**config.mk**
```make
export PLATFORM = sky130hd
export DESIGN_NAME = crtcv_core
export DESIGN_NICKNAME = d
export VERILOG_FILES = /design/src/hw/crtcv_pkg.sv /design/src/hw/crtcv_core.sv
export SDC_FILE = /design/constraint.sdc
export NUM_CORES = 1
export LEC_CHECK = 0
export BUFFER_PORTS_ARGS = -buffer_cell sky130_fd_sc_hd__buf_4
export CAP_MARGIN = 20
export CORE_UTILIZATION = 45
export CTS_BUF_LIST = sky130_fd_sc_hd__clkbuf_8
export DETAILED_ROUTE_END_ITERATION = 7
export HOLD_SLACK_MARGIN = 0.1
export MAX_ROUTING_LAYER = met4
export PLACE_DENSITY = 0.68
export SETUP_SLACK_MARGIN = 0.05
export SLEW_MARGIN = 5
export SYNTH_ARGS = -nofsm -noshare
export SYNTH_HDL_FRONTEND = slang
export SYNTH_SLANG_ARGS = --single-unit
```
**constraint.sdc**
```tcl
create_clock -name sys_clk_i -period 6.1 [get_ports sys_clk_i]
set_input_delay 0 -clock sys_clk_i [delete_from_list [all_inputs] [get_ports sys_clk_i]]
set_output_delay 0 -clock sys_clk_i [all_outputs]
set_load 0.02 [all_outputs]
```
**src/hw/crtcv_pkg.sv**
```systemverilog
// Purpose: Constants for the CRTC vertical timing and address generator
// Assumes: Byte-wide indexed registers, character clock as system clock
// Notes: Register index equals byte address on the plain register port
package crtcv_pkg;
  // Register offsets
  localparam logic [7:0] OFS_OVERFLOW = 8'h07;
  localparam logic [7:0] OFS_MAX_SCAN = 8'h09;
  localparam logic [7:0] OFS_CURSOR_END = 8'h0B;
  localparam logic [7:0] OFS_START_MID = 8'h0C;
  localparam logic [7:0] OFS_START_LOW = 8'h0D;
  localparam logic [7:0] OFS_CURSOR_HIGH = 8'h0E;
  localparam logic [7:0] OFS_CURSOR_LOW = 8'h0F;
  localparam logic [7:0] OFS_VSYNC_START = 8'h10;
  localparam logic [7:0] OFS_VSYNC_END = 8'h11;
  localparam logic [7:0] OFS_VDISP_END = 8'h12;
  localparam logic [7:0] OFS_LINE_OFFSET = 8'h13;
  localparam logic [7:0] OFS_UNDERLINE = 8'h14;
  localparam logic [7:0] OFS_VBLANK_START = 8'h15;
  localparam logic [7:0] OFS_VBLANK_END = 8'h16;
  localparam logic [7:0] OFS_MODE_CTRL = 8'h17;
  localparam logic [7:0] OFS_ADDR_EXT = 8'h40;
  localparam logic [7:0] OFS_VERT_EXT = 8'h42;
  localparam logic [7:0] OFS_STATUS = 8'h48;
  localparam logic [7:0] OFS_VTOTAL = 8'h49;
  localparam logic [7:0] OFS_VTOTAL_HI = 8'h4A;
  localparam logic [7:0] PROT_LAST = 8'h07;
  // Field positions
  localparam int VRE_PROTECT = 7;
  localparam int VRE_INT_EN = 5;
  localparam int VRE_INT_CLR = 4;
  localparam int UL_DWORD = 6;
  localparam int UL_DIV4 = 5;
  localparam int MC_WBMODE = 6;
  localparam int MC_ADDWRAP = 5;
  localparam int MC_DIV2 = 3;
  localparam int MC_HSEL = 2;
  localparam int MC_ROWSEL = 1;
  localparam int MC_CMS = 0;
  // Read masks for reserved bits
  localparam logic [7:0] UL_MASK = 8'h7F;
  localparam logic [7:0] CE_MASK = 8'h7F;
  localparam logic [7:0] MC_MASK = 8'hEF;
  localparam logic [7:0] REG_RESET = 8'h00;
endpackage : crtcv_pkg

```
**src/hw/crtcv_core.sv**
```systemverilog
// Purpose: Vertical timing, refresh address and cursor for a CRT controller
// Assumes: sys_clk_i is the character clock; hretrace_i pulses once a line
// Notes: Horizontal timing and cursor rows come from elsewhere
module crtcv_core (
  input wire logic sys_clk_i,
  input wire logic rst_i,
  input wire logic [7:0] reg_addr_i,
  input wire logic [7:0] reg_wdata_i,
  input wire logic reg_wr_i,
  input wire logic reg_rd_i,
  output logic [7:0] reg_rdata_o,
  input wire logic hretrace_i,
  input wire logic hdisp_i,
  input wire logic alpha_mode_i,
  input wire logic cursor_row_i,
  output logic [15:0] mem_addr_o,
  output logic vsync_o,
  output logic vblank_o,
  output logic vdisp_o,
  output logic cursor_o,
  output logic underline_o,
  output logic irq_o
);
  import crtcv_pkg::*;

  ////////////////////////////////////////////////////////////////////////
  logic [7:0] overflow_reg, max_scan, cursor_end, start_address_middle;
  logic [7:0] start_address_low, cursor_location_high, cursor_location_low;
  logic [7:0] vertical_retrace_start, vertical_retrace_end_ctrl;
  logic [7:0] vertical_display_end, line_offset, underline_row;
  logic [7:0] vertical_blank_start, vertical_blank_end, crtc_mode_control;
  logic [7:0] address_extension_reg, vertical_extension_reg;
  logic [7:0] vtotal_lo, vtotal_hi;
  logic [7:0] next_rdata;
  logic irq_req, next_irq_req;

  function automatic logic wr_hit(input logic [7:0] a, input logic [7:0] o);
    return reg_wr_i && (a == o);
  endfunction

  // Protected timing registers 0-7 live elsewhere except overflow
  logic prot;
  assign prot = vertical_retrace_end_ctrl[VRE_PROTECT];

  always_ff @(posedge sys_clk_i) begin
    if (rst_i) begin
      overflow_reg <= REG_RESET;
      max_scan <= REG_RESET;
      cursor_end <= REG_RESET;
      start_address_middle <= REG_RESET;
      start_address_low <= REG_RESET;
      cursor_location_high <= REG_RESET;
      cursor_location_low <= REG_RESET;
      vertical_retrace_start <= REG_RESET;
      vertical_retrace_end_ctrl <= REG_RESET;
      vertical_display_end <= REG_RESET;
      line_offset <= REG_RESET;
      underline_row <= REG_RESET;
      vertical_blank_start <= REG_RESET;
      vertical_blank_end <= REG_RESET;
      crtc_mode_control <= REG_RESET;
      address_extension_reg <= REG_RESET;
      vertical_extension_reg <= REG_RESET;
      vtotal_lo <= REG_RESET;
      vtotal_hi <= REG_RESET;
    end else begin
      if (wr_hit(reg_addr_i, OFS_OVERFLOW)) begin
        if (prot) begin
          overflow_reg[4] <= reg_wdata_i[4];
        end else begin
          overflow_reg <= reg_wdata_i;
        end
      end
      if (wr_hit(reg_addr_i, OFS_MAX_SCAN)) max_scan <= reg_wdata_i;
      if (wr_hit(reg_addr_i, OFS_CURSOR_END))
        cursor_end <= reg_wdata_i & CE_MASK;
      if (wr_hit(reg_addr_i, OFS_START_MID))
        start_address_middle <= reg_wdata_i;
      if (wr_hit(reg_addr_i, OFS_START_LOW)) start_address_low <= reg_wdata_i;
      if (wr_hit(reg_addr_i, OFS_CURSOR_HIGH))
        cursor_location_high <= reg_wdata_i;
      if (wr_hit(reg_addr_i, OFS_CURSOR_LOW))
        cursor_location_low <= reg_wdata_i;
      if (wr_hit(reg_addr_i, OFS_VSYNC_START))
        vertical_retrace_start <= reg_wdata_i;
      if (wr_hit(reg_addr_i, OFS_VSYNC_END))
        vertical_retrace_end_ctrl <= reg_wdata_i;
      if (wr_hit(reg_addr_i, OFS_VDISP_END))
        vertical_display_end <= reg_wdata_i;
      if (wr_hit(reg_addr_i, OFS_LINE_OFFSET)) line_offset <= reg_wdata_i;
      if (wr_hit(reg_addr_i, OFS_UNDERLINE))
        underline_row <= reg_wdata_i & UL_MASK;
      if (wr_hit(reg_addr_i, OFS_VBLANK_START))
        vertical_blank_start <= reg_wdata_i;
      if (wr_hit(reg_addr_i, OFS_VBLANK_END))
        vertical_blank_end <= reg_wdata_i;
      if (wr_hit(reg_addr_i, OFS_MODE_CTRL))
        crtc_mode_control <= reg_wdata_i & MC_MASK;
      if (wr_hit(reg_addr_i, OFS_ADDR_EXT))
        address_extension_reg <= reg_wdata_i & 8'hBF;
      if (wr_hit(reg_addr_i, OFS_VERT_EXT))
        vertical_extension_reg <= reg_wdata_i;
      if (wr_hit(reg_addr_i, OFS_VTOTAL)) vtotal_lo <= reg_wdata_i;
      if (wr_hit(reg_addr_i, OFS_VTOTAL_HI)) vtotal_hi <= reg_wdata_i & 8'h0F;
    end
  end

  ////////////////////////////////////////////////////////////////////////
  // Assembled vertical values
  logic [11:0] vtotal, vsync_start, vblank_start;
  logic [10:0] vdisp_end;
  logic [19:0] start_addr;
  logic [9:0] row_offset;
  logic [15:0] cursor_loc;
  assign vtotal = {vtotal_hi[3:0], vtotal_lo};
  assign vsync_start = {vertical_extension_reg[6:5], overflow_reg[7],
                        overflow_reg[2], vertical_retrace_start};
  assign vblank_start = {vertical_extension_reg[4:3], max_scan[5],
                         overflow_reg[3], vertical_blank_start};
  assign vdisp_end = {vertical_extension_reg[2], overflow_reg[6],
                      overflow_reg[1], vertical_display_end};
  assign start_addr = {address_extension_reg[3:0], start_address_middle,
                       start_address_low};
  assign row_offset = {address_extension_reg[5:4], line_offset};
  assign cursor_loc = {cursor_location_high, cursor_location_low};

  ////////////////////////////////////////////////////////////////////////
  // Line, row and address counters
  logic [11:0] vcount, next_vcount;
  logic half_line, next_half_line;
  logic [4:0] row, next_row;
  logic [19:0] row_start, next_row_start, addr_cnt, next_addr_cnt;
  logic [1:0] div_cnt, next_div_cnt;
  logic vsync_q, next_vsync, vblank_q, next_vblank, vdisp_q, next_vdisp;
  logic line_tick, frame_end, div4, div2, addr_tick, dword_md;

  assign div4 = underline_row[UL_DIV4];
  assign div2 = crtc_mode_control[MC_DIV2];
  assign dword_md = underline_row[UL_DWORD];
  // Half-rate stepping doubles every vertical unit
  assign line_tick = hretrace_i &&
    (!crtc_mode_control[MC_HSEL] || half_line);
  assign frame_end = line_tick && (vcount == vtotal);
  assign addr_tick = div2 ? (div_cnt[0] == 1'b1) :
                     div4 ? (div_cnt == 2'h3) : 1'b1;

  always_comb begin
    next_half_line = half_line;
    next_vcount = vcount;
    next_row = row;
    next_row_start = row_start;
    next_addr_cnt = addr_cnt;
    next_div_cnt = div_cnt;
    next_vsync = vsync_q;
    next_vblank = vblank_q;
    next_vdisp = vdisp_q;
    if (hretrace_i) next_half_line = ~half_line;
    if (hdisp_i) begin
      next_div_cnt = div_cnt + 2'h1;
      if (addr_tick) next_addr_cnt = addr_cnt + 20'h1;
    end
    if (line_tick) begin
      next_vcount = vcount + 12'h1;
      if (row == max_scan[4:0]) begin
        next_row = 5'h00;
        // Offset unit is four in dword form, two in both word and byte form
        next_row_start = row_start + (dword_md ?
          {8'h00, row_offset, 2'b00} : {9'h000, row_offset, 1'b0});
      end else begin
        next_row = row + 5'h01;
      end
      next_addr_cnt = next_row_start;
      next_div_cnt = 2'h0;
      if (next_vcount == vsync_start) next_vsync = 1'b1;
      else if (vsync_q && next_vcount[3:0] == vertical_retrace_end_ctrl[3:0])
        next_vsync = 1'b0;
      if (next_vcount == vblank_start) next_vblank = 1'b1;
      else if (vblank_q && next_vcount[7:0] == vertical_blank_end)
        next_vblank = 1'b0;
      if (next_vcount == {1'b0, vdisp_end}) next_vdisp = 1'b0;
    end
    if (frame_end) begin
      next_vcount = 12'h000;
      next_row = 5'h00;
      next_row_start = start_addr;
      next_addr_cnt = start_addr;
      next_vdisp = 1'b1;
      next_half_line = 1'b0;
    end
  end

  always_ff @(posedge sys_clk_i) begin
    if (rst_i) begin
      half_line <= 1'b0;
      vcount <= 12'h000;
      row <= 5'h00;
      row_start <= 20'h00000;
      addr_cnt <= 20'h00000;
      div_cnt <= 2'h0;
      vsync_q <= 1'b0;
      vblank_q <= 1'b0;
      vdisp_q <= 1'b1;
    end else begin
      half_line <= next_half_line;
      vcount <= next_vcount;
      row <= next_row;
      row_start <= next_row_start;
      addr_cnt <= next_addr_cnt;
      div_cnt <= next_div_cnt;
      vsync_q <= next_vsync;
      vblank_q <= next_vblank;
      vdisp_q <= next_vdisp;
    end
  end

  ////////////////////////////////////////////////////////////////////////
  // Memory address mapping
  logic [15:0] next_ma;
  logic cms, rsel, wrap;
  assign cms = crtc_mode_control[MC_CMS];
  assign rsel = crtc_mode_control[MC_ROWSEL];
  assign wrap = crtc_mode_control[MC_ADDWRAP];

  always_comb begin
    if (dword_md) begin
      next_ma = {addr_cnt[13], rsel ? addr_cnt[12] : row[1],
                 cms ? addr_cnt[11] : row[0], addr_cnt[10:0], 2'b00};
    end else if (!crtc_mode_control[MC_WBMODE]) begin
      next_ma = {addr_cnt[14], rsel ? addr_cnt[13] : row[1],
                 cms ? addr_cnt[12] : row[0], addr_cnt[11:0],
                 wrap ? addr_cnt[15] : addr_cnt[13]};
    end else begin
      next_ma = {addr_cnt[15], rsel ? addr_cnt[14] : row[1],
                 cms ? addr_cnt[13] : row[0], addr_cnt[12:0]};
    end
  end

  ////////////////////////////////////////////////////////////////////////
  // Cursor skew, underline and interrupt
  logic [3:0] cur_pipe, next_cur_pipe;
  logic cur_hit, next_ul, next_irq, vsync_rise;
  logic clr_wr;
  assign cur_hit = alpha_mode_i && cursor_row_i && hdisp_i &&
                   (addr_cnt[15:0] == cursor_loc);
  assign vsync_rise = next_vsync && !vsync_q;
  // Request cleared while the clear bit is held low
  assign clr_wr = !vertical_retrace_end_ctrl[VRE_INT_CLR];

  always_comb begin
    next_cur_pipe = {cur_pipe[2:0], cur_hit};
    next_ul = vdisp_q && hdisp_i && (row == underline_row[4:0]);
    // A new retrace wins over a pending clear
    next_irq_req = vsync_rise ? 1'b1 : (clr_wr ? 1'b0 : irq_req);
    next_irq = irq_req && vertical_retrace_end_ctrl[VRE_INT_EN];
    next_rdata = 8'h00;
    case (reg_addr_i)
      OFS_OVERFLOW: next_rdata = overflow_reg;
      OFS_MAX_SCAN: next_rdata = max_scan;
      OFS_CURSOR_END: next_rdata = cursor_end;
      OFS_START_MID: next_rdata = start_address_middle;
      OFS_START_LOW: next_rdata = start_address_low;
      OFS_CURSOR_HIGH: next_rdata = cursor_location_high;
      OFS_CURSOR_LOW: next_rdata = cursor_location_low;
      OFS_VSYNC_START: next_rdata = vertical_retrace_start;
      OFS_VSYNC_END: next_rdata = vertical_retrace_end_ctrl;
      OFS_VDISP_END: next_rdata = vertical_display_end;
      OFS_LINE_OFFSET: next_rdata = line_offset;
      OFS_UNDERLINE: next_rdata = underline_row;
      OFS_VBLANK_START: next_rdata = vertical_blank_start;
      OFS_VBLANK_END: next_rdata = vertical_blank_end;
      OFS_MODE_CTRL: next_rdata = crtc_mode_control;
      OFS_ADDR_EXT: next_rdata = address_extension_reg;
      OFS_VERT_EXT: next_rdata = vertical_extension_reg;
      OFS_STATUS: next_rdata = {4'h0, irq_req, vdisp_q, vblank_q, vsync_q};
      OFS_VTOTAL: next_rdata = vtotal_lo;
      OFS_VTOTAL_HI: next_rdata = vtotal_hi;
      default: next_rdata = 8'h00;
    endcase
    if (!reg_rd_i) next_rdata = 8'h00;
  end

  always_ff @(posedge sys_clk_i) begin
    if (rst_i) begin
      cur_pipe <= 4'h0;
      underline_o <= 1'b0;
      irq_req <= 1'b0;
      irq_o <= 1'b0;
      reg_rdata_o <= 8'h00;
      mem_addr_o <= 16'h0000;
    end else begin
      cur_pipe <= next_cur_pipe;
      underline_o <= next_ul;
      irq_req <= next_irq_req;
      irq_o <= next_irq;
      reg_rdata_o <= next_rdata;
      mem_addr_o <= next_ma;
    end
  end

  always_comb begin
    case (cursor_end[6:5])
      2'b00: cursor_o = cur_pipe[0];
      2'b01: cursor_o = cur_pipe[1];
      2'b10: cursor_o = cur_pipe[2];
      default: cursor_o = cur_pipe[3];
    endcase
  end

  assign vsync_o = vsync_q;
  assign vblank_o = vblank_q;
  assign vdisp_o = vdisp_q;

  ////////////////////////////////////////////////////////////////////////
  a_protect_hold: assert property (@(posedge sys_clk_i) disable iff (rst_i)
    (reg_wr_i && reg_addr_i == OFS_OVERFLOW && prot) |=>
      ({overflow_reg[7:5], overflow_reg[3:0]} ==
       $past({overflow_reg[7:5], overflow_reg[3:0]})))
    else $error("protected overflow bits changed");
  a_reserved_zero: assert property (@(posedge sys_clk_i) disable iff (rst_i)
    !underline_row[7] && !cursor_end[7])
    else $error("reserved bit set");
  a_irq_gate: assert property (@(posedge sys_clk_i) disable iff (rst_i)
    (irq_req && vertical_retrace_end_ctrl[VRE_INT_EN]) |=> irq_o)
    else $error("interrupt not raised");
  a_irq_clear: assert property (@(posedge sys_clk_i) disable iff (rst_i)
    (clr_wr && !vsync_rise) |=> !irq_req)
    else $error("request not cleared");
  a_frame_load: assert property (@(posedge sys_clk_i) disable iff (rst_i)
    frame_end |=> (addr_cnt == $past(start_addr)))
    else $error("start address not loaded");
  a_vsync_end: assert property (@(posedge sys_clk_i) disable iff (rst_i)
    $fell(vsync_q) |-> (vcount[3:0] == vertical_retrace_end_ctrl[3:0]))
    else $error("vsync ended on wrong line");
  a_vblank_end: assert property (@(posedge sys_clk_i) disable iff (rst_i)
    $fell(vblank_q) |-> (vcount[7:0] == vertical_blank_end))
    else $error("vblank ended on wrong line");
  a_dword_low: assert property (@(posedge sys_clk_i) disable iff (rst_i)
    $past(dword_md) |-> (mem_addr_o[1:0] == 2'b00))
    else $error("dword low bits not zero");
  a_div_hold: assert property (
    @(posedge sys_clk_i) disable iff (rst_i)
    (hdisp_i && !addr_tick && !line_tick) |=> (addr_cnt == $past(addr_cnt)))
    else $error("address counter stepped off its divided clock");
  a_half_rate: assert property (
    @(posedge sys_clk_i) disable iff (rst_i)
    (hretrace_i && crtc_mode_control[MC_HSEL] && !half_line) |=>
      (vcount == $past(vcount)))
    else $error("line counter stepped on a skipped retrace");
  a_ul_display: assert property (
    @(posedge sys_clk_i) disable iff (rst_i)
    !vdisp_q |=> !underline_o)
    else $error("underline outside display");
endmodule : crtcv_core

```
==> results.py, run 1 <==
metrics = {
    "yosys": {
        "synth_cells": 1534,
        "ys_seq_elements": 230,
        "synth.yosys.warnings": 0,
        "synth_edf_count": 0,
        "async_flop_share_pct": 0,
        "ys_seq_area_share_pct": 36.5,
        "synthesis.nets": 1574,
        "synthesis.area_um2": 12600,
        "synth-main-ff-cell": "dfxtp_1",
        "syn_area_per_cell_um2": 8.21,
        "synth_cell_type_count": 77,
    },
    "timing": {
        "holdWs_ns": 0.132,
        "timing.final.crit_share_pct": 52.8,
        "period_minus_slack_ns": 3.22,
        "slew_violations": 0,
        "hold_viol_final": 0,
        "fin_setup_tns_ns": 0,
        "tightest_slew_ns": 1.05,
        "relSlewSlack_pct": 29.9,
        "setup_violations": 0,
        "rsz0062_at_grt": "false",
        "skew_ns": 0.0174,
        "clock.fmax_mhz": 310,
    },
    "route": {
        "drt_pass1_iterations": 6,
        "drc_errors": 0,
        "postRouteAntennaNets": 0,
        "wirelength_um": 42500,
        "drt-wirelength-per-cell_um": 22.0,
        "drt_iter0_drc": 1318,
        "num_vias": 11600,
        "routed_via_density": 6.03,
    },
    "die": {
        "io_pins": 54,
        "start_util_pct": 46.4,
        "die_area_um2": 28700,
        "die_h_um": 169,
        "die_w_um": 169,
        "coreArea_um2": 27200,
        "rows": 60,
    },
    "layout": {
        "fill_cells": 2646,
        "area_delta_synth_final_pct": 10.9,
        "top_regs": "addr_cnt (16), mem_addr_o (16), row_start (16)",
        "multiInputGateArea_um2": 7380,
        "final_cell_mix": "dfxtp_1, nand2_1, nor2_1",
        "seq_area_um2": 4600,
        "final_area_um2": 14000,
        "nets": 1575,
        "layout_commonest_cell": "dfxtp_1",
        "drive_above_1_share_pct": 9.62,
    },
    "cts": {
        "cts_resized": 0,
        "cts_root_buffer": "clkbuf_8",
        "cts_tree": "done",
        "worstSkewPairLatency_ns": 0.54,
        "cts_sinks": 230,
        "htreeDepth": 2,
        "clockBufferDepth": 3,
        "clk_pin_slew_ns": 0.06,
        "numCtsBuffers": 40,
    },
    "power_and_ir_drop": {
        "p_leak_nw": 5.23,
        "powerDensity_nw_per_um2": 226,
        "ir_worst_vdd_v": 0.000127,
    },
    "critical_path": {
        "crit_type": "reg -> reg",
        "end_kind": "flop",
        "r2r-start": "vcount[5]",
        "critPathLaunchType": "flop",
        "crit_path_max_fanout": 23,
        "critPathArrivalTime_ns": 3.61,
        "startpoint": "vcount[5]",
        "critPathRequiredTime_ns": 6.49,
    },
    "place": {
        "hpwlAfterDp_um": 29800,
        "dpl_cell_area_um2": 13000,
        "io_buffers": 53,
        "place.gp.congestion": 0.985,
    },
    "global_routing": {
        "grt_pass1_wl_um": 65500,
        "track_usage_pct": 30.7,
        "grt_max_degree": 74,
        "antenna_found_initial": 1,
        "grt_pass1_vias": 10900,
        "overflow": 0,
    },
    "flow_run": {
        "cap_viol_max_count": 0,
    },
    "run_status": {
        "outcome": "completed",
    },
    "hold_path": {
        "worstHoldStart": "reg_rd_i",
        "hold_class": "in -> reg",
    },
}
worst max-delay path: stages (launching register included):
cell      delay [ns]
dfxtp_1         0.67
xnor2_1         0.18
nand3_1         0.13
nor4_4          0.55
and2_1          0.73
nor2_1          0.39
a221oi_1        0.33
nor3_1          0.08
kinds of logic after synthesis:
kind of cell | synth area share, %
flops | 36.5
compound gates | 15.7
buf+inv | 4.89
simple gates | 21.2
fa+ha+maj | 1.65
xor+xnor | 8.89
mux | 11.1
what timing repair did:
action	CTS	global route
hold buffers	21	0
endpoints found under the hold margin	167	0
setup buffers	0	0
setup endpoints to repair	0	0
cells in the mapped netlist (4+ instances only):
master / n / share of area, %
nand3_1: 52 / 2.1
nand2_1: 196 / 5.8
buf_2: 28 / 1.1
nor3_1: 26 / 1.0
buf_6: 5 / 0.45
nor2b_1: 14 / 0.70
a32oi_1: 4 / 0.28
o211ai_1: 11 / 0.66
mux2_2: 10 / 0.89
o21ai_0: 55 / 2.2
a22oi_1: 14 / 0.83
a221oi_1: 16 / 1.1
nor2_1: 178 / 5.3
nand2b_1: 10 / 0.50
and2_1: 9 / 0.45
o22ai_1: 5 / 0.25
a31oi_1: 21 / 1.0
or3_1: 6 / 0.30
and3_1: 12 / 0.60
buf_1: 7 / 0.21
ha_1: 15 / 1.5
xor2_1: 48 / 3.3
a22o_1: 5 / 0.35
a211oi_1: 12 / 0.71
xnor2_1: 78 / 5.4
nor4b_1: 4 / 0.28
clkbuf_1: 80 / 2.4
dfxtp_1: 230 / 37
o221ai_1: 8 / 0.56
nand4_1: 24 / 1.2
buf_4: 5 / 0.30
inv_1: 11 / 0.33
mux2i_1: 122 / 9.7
a21oi_1: 130 / 5.2
o21a_1: 4 / 0.24
nor4_1: 8 / 0.40
worst paths after layout:
path                                        to  cells after the start  slack (ns)
worst max register to register     addr_cnt[0]                      7        2.88
worst min-delay path            reg_rdata_o[7]                      3        0.13
worst max-delay path               addr_cnt[0]                      7        2.88
worst min register to register    row_start[0]                      2        0.46
through the flow:
stage	setup WS, ns	cells	power, W	util, %
2_1_floorplan	3.23	1534	0.00170	-
6_report	2.88	1932	0.00316	51.4
4_1_cts	2.99	1930	0.00317	51.4
3_5_place_dp	2.98	1843	0.00177	47.7
5_1_grt	2.59	1932	0.00326	51.4
3_3_place_gp	2.99	1843	0.00177	47.7
where the power goes:
group | internal [W] | switching, W
clock network | 0.000767 | 0.000631
logic | 0.0000693 | 0.000158
registers | 0.00151 | 0.0000185
layout make-up:
cell class	instances	share of cell area, %
Antenna cell	1	0.0179
Clock buffer	53	5.22
Clock inverter	13	0.367
Inverter	11	0.296
Multi-Input combinational cell	1167	52.8
Sequential cell	230	33.0
Tap cell	372	3.33
Timing Repair Buffer	85	4.97
per-layer routing:
layer  track usage, %  vias up  wire length, um
met5                -        -                0
met4             16.5        0             2340
met3             5.67      157             3720
met2             47.7      571            19100
met1             37.8     5527            17300
li1                 -     5394                -
Power figures use the tool's default switching activity.
==> run 2: changes to the inputs <==
--- a/config.mk
+++ b/config.mk
@@ -5,6 +5,7 @@
 export SDC_FILE = /design/constraint.sdc
 export NUM_CORES = 1
 export LEC_CHECK = 0
+export ABC_AREA = 1
 export BUFFER_PORTS_ARGS = -buffer_cell sky130_fd_sc_hd__buf_4
 export CAP_MARGIN = 20
 export CORE_UTILIZATION = 45
@@ -12,7 +13,7 @@
 export DETAILED_ROUTE_END_ITERATION = 7
 export HOLD_SLACK_MARGIN = 0.1
 export MAX_ROUTING_LAYER = met4
-export PLACE_DENSITY = 0.68
+export PLACE_DENSITY = 0.71
 export SETUP_SLACK_MARGIN = 0.05
 export SLEW_MARGIN = 5
 export SYNTH_ARGS = -nofsm -noshare
==> constraint.sdc (replaced) <==
create_clock -name sys_clk_i -period 2.9 [get_ports sys_clk_i]
set_input_delay 0 -clock sys_clk_i [delete_from_list [all_inputs] [get_ports sys_clk_i]]
set_output_delay 0 -clock sys_clk_i [all_outputs]
set_load 0.02 [all_outputs]
==> run 2 against run 1 <==
Against the previous run:
- global-route usage up 2.0 points
- via count up 9.6%
- power grew 140%
- non-clock buffer count up 4
- core utilization increased by 0.86 points
- cell count up 15%
- wire length rose by 6.2%
- clock skew grew 0.025 ns
- synthesized area shrank 1.8%
- die area shrank 1.7%
- flip-flop and latch count is the same
- hold slack gained 0.0051 ns
==> results.py, run 2 <==
metrics = {
    "layout": {
        "diodes": 0,
        "fill_cells": 2640,
        "area_delta_synth_final_pct": 13.8,
        "top_regs": "addr_cnt (16), mem_addr_o (16), row_start (16)",
        "final_area_um2": 14100,
        "final_cells": 2226,
        "layout_commonest_cell": "nand2_1",
        "nets": 1894,
        "drive_above_1_share_pct": 10.7,
        "final_cell_mix": "nand2_1, o21ai_0, dfxtp_1",
    },
    "global_routing": {
        "top_usage_layer": "met2",
        "overflow": 0,
        "grt_util_met1_pct": 43.9,
        "grt_pass1_vias": 11500,
        "grtUsageMet2_pct": 49.4,
        "track_usage_pct": 32.7,
        "antenna_found_initial": 0,
        "grt_pass1_wl_um": 68500,
        "grtUsageMet3_pct": 5.48,
        "grt_max_degree": 83,
    },
    "yosys": {
        "synth_cells": 1803,
        "async_flop_share_pct": 0,
        "synth_area_leader_cell": "dfxtp_1",
        "synthesis.nets": 1843,
        "synth_cell_type_count": 55,
        "synth_top_cell_area_share_pct": 37.2,
        "yosys-top-cells-area": "dfxtp_1, o21ai_0, nand2_1",
        "synth_commonest_cells": "nand2_1, o21ai_0, dfxtp_1",
        "synth-main-ff-cell": "dfxtp_1",
        "ys_seq_area_share_pct": 37.2,
        "synth_edf_count": 0,
        "synth.most_common_cell": "nand2_1",
        "syn_area_per_cell_um2": 6.87,
        "synth.yosys.warnings": 0,
        "synthesis.area_um2": 12400,
        "ys_seq_elements": 230,
    },
    "cts": {
        "cts_resized": 0,
        "numCtsBuffers": 41,
        "htreeDepth": 2,
        "worstSkewPairLatency_ns": 0.58,
        "clockBufferDepth": 3,
        "cts_tree": "done",
        "cts_hold_buf": 23,
        "cts_sinks": 230,
        "post_cts_buffers": 0,
        "clk_pin_slew_ns": 0.07,
        "cts_root_buffer": "clkbuf_8",
    },
    "critical_path": {
        "path_delay_family": "compound AO/OA/AOI/OAI gates",
        "critPathLaunchType": "flop",
        "crit_type": "reg -> reg",
        "worst_path_max_delay_cell": "ha_1",
        "critPathArrivalTime_ns": 2.77,
        "path_cells": "buf_4 -> inv_1 -> o21ai_0 -> ha_1 -> a21oi_1 -> o21ai_0 -> a21oi_1 -> xor2_1 -> nand2_1 -> nand2_1 -> a21oi_1",
        "cp_num_buf_inv": 2,
        "cpMostUsedCell": "a21oi_1",
        "rrSetupSlack_ns": 0.55,
        "crit_path_max_fanout": 16,
        "end_kind": "flop",
        "critPathRequiredTime_ns": 3.32,
        "cpPeakStageDelay_ns": 0.38,
    },
    "power_and_ir_drop": {
        "p_comb_share_pct": 10.0,
        "p_leak_nw": 5.56,
        "seq_power_share_pct": 44.2,
        "power_switching_w": 0.00207,
        "powerDensity_nw_per_um2": 532,
        "p_int_w": 0.00542,
        "clkPwrFrac_pct": 45.8,
        "p_sw_share_pct": 27.7,
        "ir_worst_vdd_v": 0.000425,
    },
    "route": {
        "postRouteAntennaNets": 0,
        "drc_errors": 0,
        "drt_pass1_iterations": 6,
        "drt-wirelength-per-cell_um": 20.3,
        "num_vias": 12800,
        "routed_via_density": 5.73,
        "drt_iter0_drc": 1411,
        "wirelength_um": 45100,
    },
    "die": {
        "coreArea_um2": 27000,
        "io_pins": 54,
        "start_util_pct": 45.9,
        "die_h_um": 168,
        "die_w_um": 168,
        "die_area_um2": 28200,
        "rows": 60,
    },
    "timing": {
        "fin_setup_tns_ns": 0,
        "relSlewSlack_pct": 50.4,
        "skew_ns": 0.0427,
        "slew_violations": 0,
        "clock.fmax_mhz": 426,
        "period_minus_slack_ns": 2.35,
        "setup_violations": 0,
        "hold_viol_final": 0,
        "rsz0062_at_grt": "false",
        "timing.final.crit_share_pct": 81.0,
        "tightest_slew_ns": 0.742,
    },
    "place": {
        "dpl_cell_area_um2": 12900,
        "hpwlAfterDp_um": 33000,
        "io_buffers": 53,
        "dp_cells": 2129,
        "place.gp.congestion": 1.00,
    },
    "run_status": {
        "outcome": "completed",
    },
    "hold_path": {
        "hold_class": "in -> reg",
    },
    "flow_run": {
        "cap_viol_max_count": 0,
    },
}
-- run 2: cell families (layout without fill, tap and decap cells) --
group,count (synthesis),after routing,synth area share [%]
xor gates and xnor gates,54,54,3.99
DFF,230,230,37.2
adders and majority gates,16,16,1.68
buffers and inverters,318,400,10.3
and+or+nand+nor,637,637,23.2
AOI/OAI and AO/OA,548,548,23.7
-- run 2: metal layers --
| layer | vias to the layer above | routed length (um) | part of all wire, % |
|---|---|---|---|
| met5 | - | 0 | 0 |
| met2 | 620 | 19900 | 44 |
| met3 | 107 | 4250 | 9.4 |
| met1 | 5934 | 19400 | 43 |
| met4 | 0 | 1550 | 3.4 |
| li1 | 6104 | - | - |
-- run 2: power by group through the flow --
stage | Combinational (W) | Clock (W) | Sequential, W
6_report | 0.000746 | 0.00343 | 0.00331
5_1_grt | 0.000813 | 0.00359 | 0.00332
4_1_cts | 0.000732 | 0.00345 | 0.00331
3_5_place_dp | 0.000711 | 0 | 0.00338
3_3_place_gp | 0.000702 | 0 | 0.00338
2_1_floorplan | 0.000480 | 0 | 0.00334
-- run 2: area by class of cell --
type | instances | area [um2] | area share, %
inverter | 237 | 892 | 6.33
timing repair buffer | 89 | 726 | 5.15
multi-input combinational | 1255 | 6520 | 46.3
clock inverter | 23 | 219 | 1.55
tap | 341 | 427 | 3.03
clock buffer | 51 | 702 | 4.98
sequential | 230 | 4600 | 32.7
-- run 2: metrics by stage --
| stage | utilization (%) | hold WS [ns] | worst slack [ns] | total power [W] |
|---|---|---|---|---|
| floorplan | - | 0.113 | 0.671 | 0.00382 |
| global placement | 48.0 | 0.227 | 0.633 | 0.00408 |
| detailed placement | 48.0 | 0.236 | 0.594 | 0.00409 |
| CTS | 52.3 | 0.112 | 0.592 | 0.00749 |
| global route | 52.3 | 0.175 | 0.290 | 0.00772 |
| finish | 52.3 | 0.137 | 0.551 | 0.00749 |
-- run 2: worst register-to-register path: stages (launching register included) --
cell and delay (ns):
dfxtp_1 0.32, buf_4 0.18, inv_1 0.27, o21ai_0 0.18
ha_1 0.38, a21oi_1 0.20, o21ai_0 0.14, a21oi_1 0.16
xor2_1 0.16, nand2_1 0.08, nand2_1 0.10, a21oi_1 0.06
-- run 2: worst paths after layout --
| kind | startpoint | endpoint | depth (start not counted) |
|---|---|---|---|
| hold reg to reg | cur_pipe[1] | cur_pipe[2] | 2 |
| setup reg to reg | underline_row[6] | row_start[11] | 11 |
| setup / recovery | underline_row[6] | row_start[11] | 11 |
| hold / removal | reg_addr_i[7] | address_extension_reg[7] | 6 |
==> run 3: changes to the inputs <==
--- a/config.mk
+++ b/config.mk
@@ -5,7 +5,7 @@
 export SDC_FILE = /design/constraint.sdc
 export NUM_CORES = 1
 export LEC_CHECK = 0
-export ABC_AREA = 1
+export ABC_AREA = 0
 export BUFFER_PORTS_ARGS = -buffer_cell sky130_fd_sc_hd__buf_4
 export CAP_MARGIN = 20
 export CORE_UTILIZATION = 45
==> constraint.sdc (replaced) <==
create_clock -name sys_clk_i -period 2.08 [get_ports sys_clk_i]
set_input_delay 0 -clock sys_clk_i [delete_from_list [all_inputs] [get_ports sys_clk_i]]
set_output_delay 0 -clock sys_clk_i [all_outputs]
set_load 0.02 [all_outputs]
==> run 3 against run 2 <==
Against the previous run:
- the run now ends with setup timing left
- hold slack better by 0.025 ns
- clock power rose by 45%
- fmax is 9.8% lower
==> results.py, run 3 (synthesized netlist as in run 1, its figures left out) <==
metrics = {
    "cts": {
        "cts_root_buffer": "clkbuf_8",
        "cts_tree": "done",
        "clk_pin_slew_ns": 0.07,
        "numCtsBuffers": 41,
        "worstSkewPairLatency_ns": 0.57,
        "cts_sinks": 230,
        "htreeDepth": 2,
        "clockBufferDepth": 3,
    },
    "global_routing": {
        "grt_pass1_wl_um": 70900,
        "grt_pass1_vias": 12200,
        "antenna_found_initial": 1,
        "overflow": 0,
        "track_usage_pct": 33.7,
        "grt_max_degree": 115,
    },
    "layout": {
        "layout_commonest_cell": "buf_4",
        "final_cell_mix": "buf_4, dfxtp_1, nand2_1",
        "fill_cells": 2408,
        "drive_above_1_share_pct": 26.4,
        "top_regs": "addr_cnt (16), mem_addr_o (16), row_start (16)",
        "area_delta_synth_final_pct": 32.2,
        "nets": 1797,
    },
    "route": {
        "drt_iter0_drc": 1293,
        "drt_pass1_iterations": 5,
        "num_vias": 12700,
        "postRouteAntennaNets": 0,
        "wirelength_um": 47800,
        "drt-wirelength-per-cell_um": 22.1,
        "routed_via_density": 5.87,
        "drc_errors": 0,
    },
    "timing": {
        "hold_viol_final": 0,
        "tightest_slew_ns": 0.770,
        "relSlewSlack_pct": 48.6,
        "holdWs_ns": 0.161,
        "setup_violations": 26,
        "setup_ws_ns": -0.523,
        "period_minus_slack_ns": 2.60,
        "clock.fmax_mhz": 384,
        "skew_ns": 0.0358,
        "rsz0062_at_grt": "true",
        "slew_violations": 0,
        "timing.final.crit_share_pct": 125,
    },
    "critical_path": {
        "critPathArrivalTime_ns": 3.09,
        "startpoint": "underline_row[6]",
        "end_kind": "flop",
        "crit_type": "reg -> reg",
        "r2r-start": "underline_row[6]",
        "critPathLaunchType": "flop",
        "crit_path_max_fanout": 6,
        "critPathRequiredTime_ns": 2.57,
    },
    "die": {
        "io_pins": 54,
        "die_h_um": 169,
        "die_area_um2": 28700,
        "start_util_pct": 46.4,
        "coreArea_um2": 27200,
        "die_w_um": 169,
        "rows": 60,
    },
    "run_status": {
        "outcome": "complete, but fails checks",
        "violations": "setup timing",
    },
    "power_and_ir_drop": {
        "ir_worst_vdd_v": 0.000485,
        "p_leak_nw": 6.63,
        "powerDensity_nw_per_um2": 620,
    },
    "place": {
        "place.gp.congestion": 0.992,
        "io_buffers": 53,
        "post-place-ws_ns": -0.501,
        "hpwlAfterDp_um": 34200,
    },
    "flow_run": {
        "cap_viol_max_count": 0,
    },
    "hold_path": {
        "worstHoldStart": "reg_addr_i[1]",
        "hold_class": "in -> reg",
    },
}
-- run 3: cell type report --
class                      count  area, um2  share of cell area [%]
clock inverter                22        241                    1.45
clock buffer                  53        729                    4.38
sequential                   230       4620                    27.7
multi-input combinational   1167       8010                    48.1
tap                          372        465                    2.79
antenna                        1       2.50                  0.0150
inverter                      11       41.3                   0.248
timing repair buffer         306       2550                    15.3
-- run 3: per-stage QoR --
| step | power, W | cells | TNS, ns | instance area [um2] | utilization, % |
|---|---|---|---|---|---|
| floorplan | 0.00500 | 1534 | -5.23 | 12800 | - |
| global placement | 0.00533 | 2038 | -8.17 | 14600 | 53.8 |
| detailed placement | 0.00534 | 2038 | -10.12 | 14600 | 53.8 |
| CTS | 0.0103 | 2142 | -8.30 | 16100 | 59.2 |
| global route | 0.0106 | 2162 | -12.45 | 16700 | 61.3 |
| finish | 0.0103 | 2162 | -9.20 | 16700 | 61.3 |
-- run 3: worst paths after layout --
path                          to  slack, ns  depth (start not counted)
hold / removal    reg_rdata_o[4]       0.16                          4
setup / recovery   row_start[14]      -0.52                         11
setup reg to reg   row_start[14]      -0.52                         11
hold reg to reg      cur_pipe[3]       0.47                          1
-- run 3: power breakdown --
part           switching [W]  internal (W)
Clock                0.00202       0.00294
Sequential         0.0000341       0.00444
Combinational       0.000557      0.000345
-- run 3: critical path, stage by stage (launching register included) --
cell     delay, ns
dfxtp_4       0.36
buf_12        0.14
buf_12        0.13
mux2_4        0.30
ha_4          0.32
nand2_1       0.07
o21ai_2       0.24
a221o_1       0.26
buf_4         0.15
o21ai_4       0.07
or3_4         0.37
a41oi_2       0.14
-- run 3: metal layers --
layer / vias to the layer above / global-route usage [%] / wire length (um)
li1: 5852 / - / -
met1: 6034 / 39.7 / 19000
met2: 611 / 54.3 / 22300
met3: 198 / 4.92 / 3260
met4: 0 / 20.9 / 3260
met5: - / - / 0
-- run 3: timing repair --
| item | 4_1_cts | 5_1_grt |
|---|---|---|
| resized for setup | 55 | 68 |
| setup buffers | 7 | 18 |
| setup endpoints to repair | 53 | 67 |
| pin swaps | 25 | 51 |
| gates cloned | 0 | 3 |
| hold buffers | 22 | 0 |
| endpoints found under the hold margin | 187 | 0 |
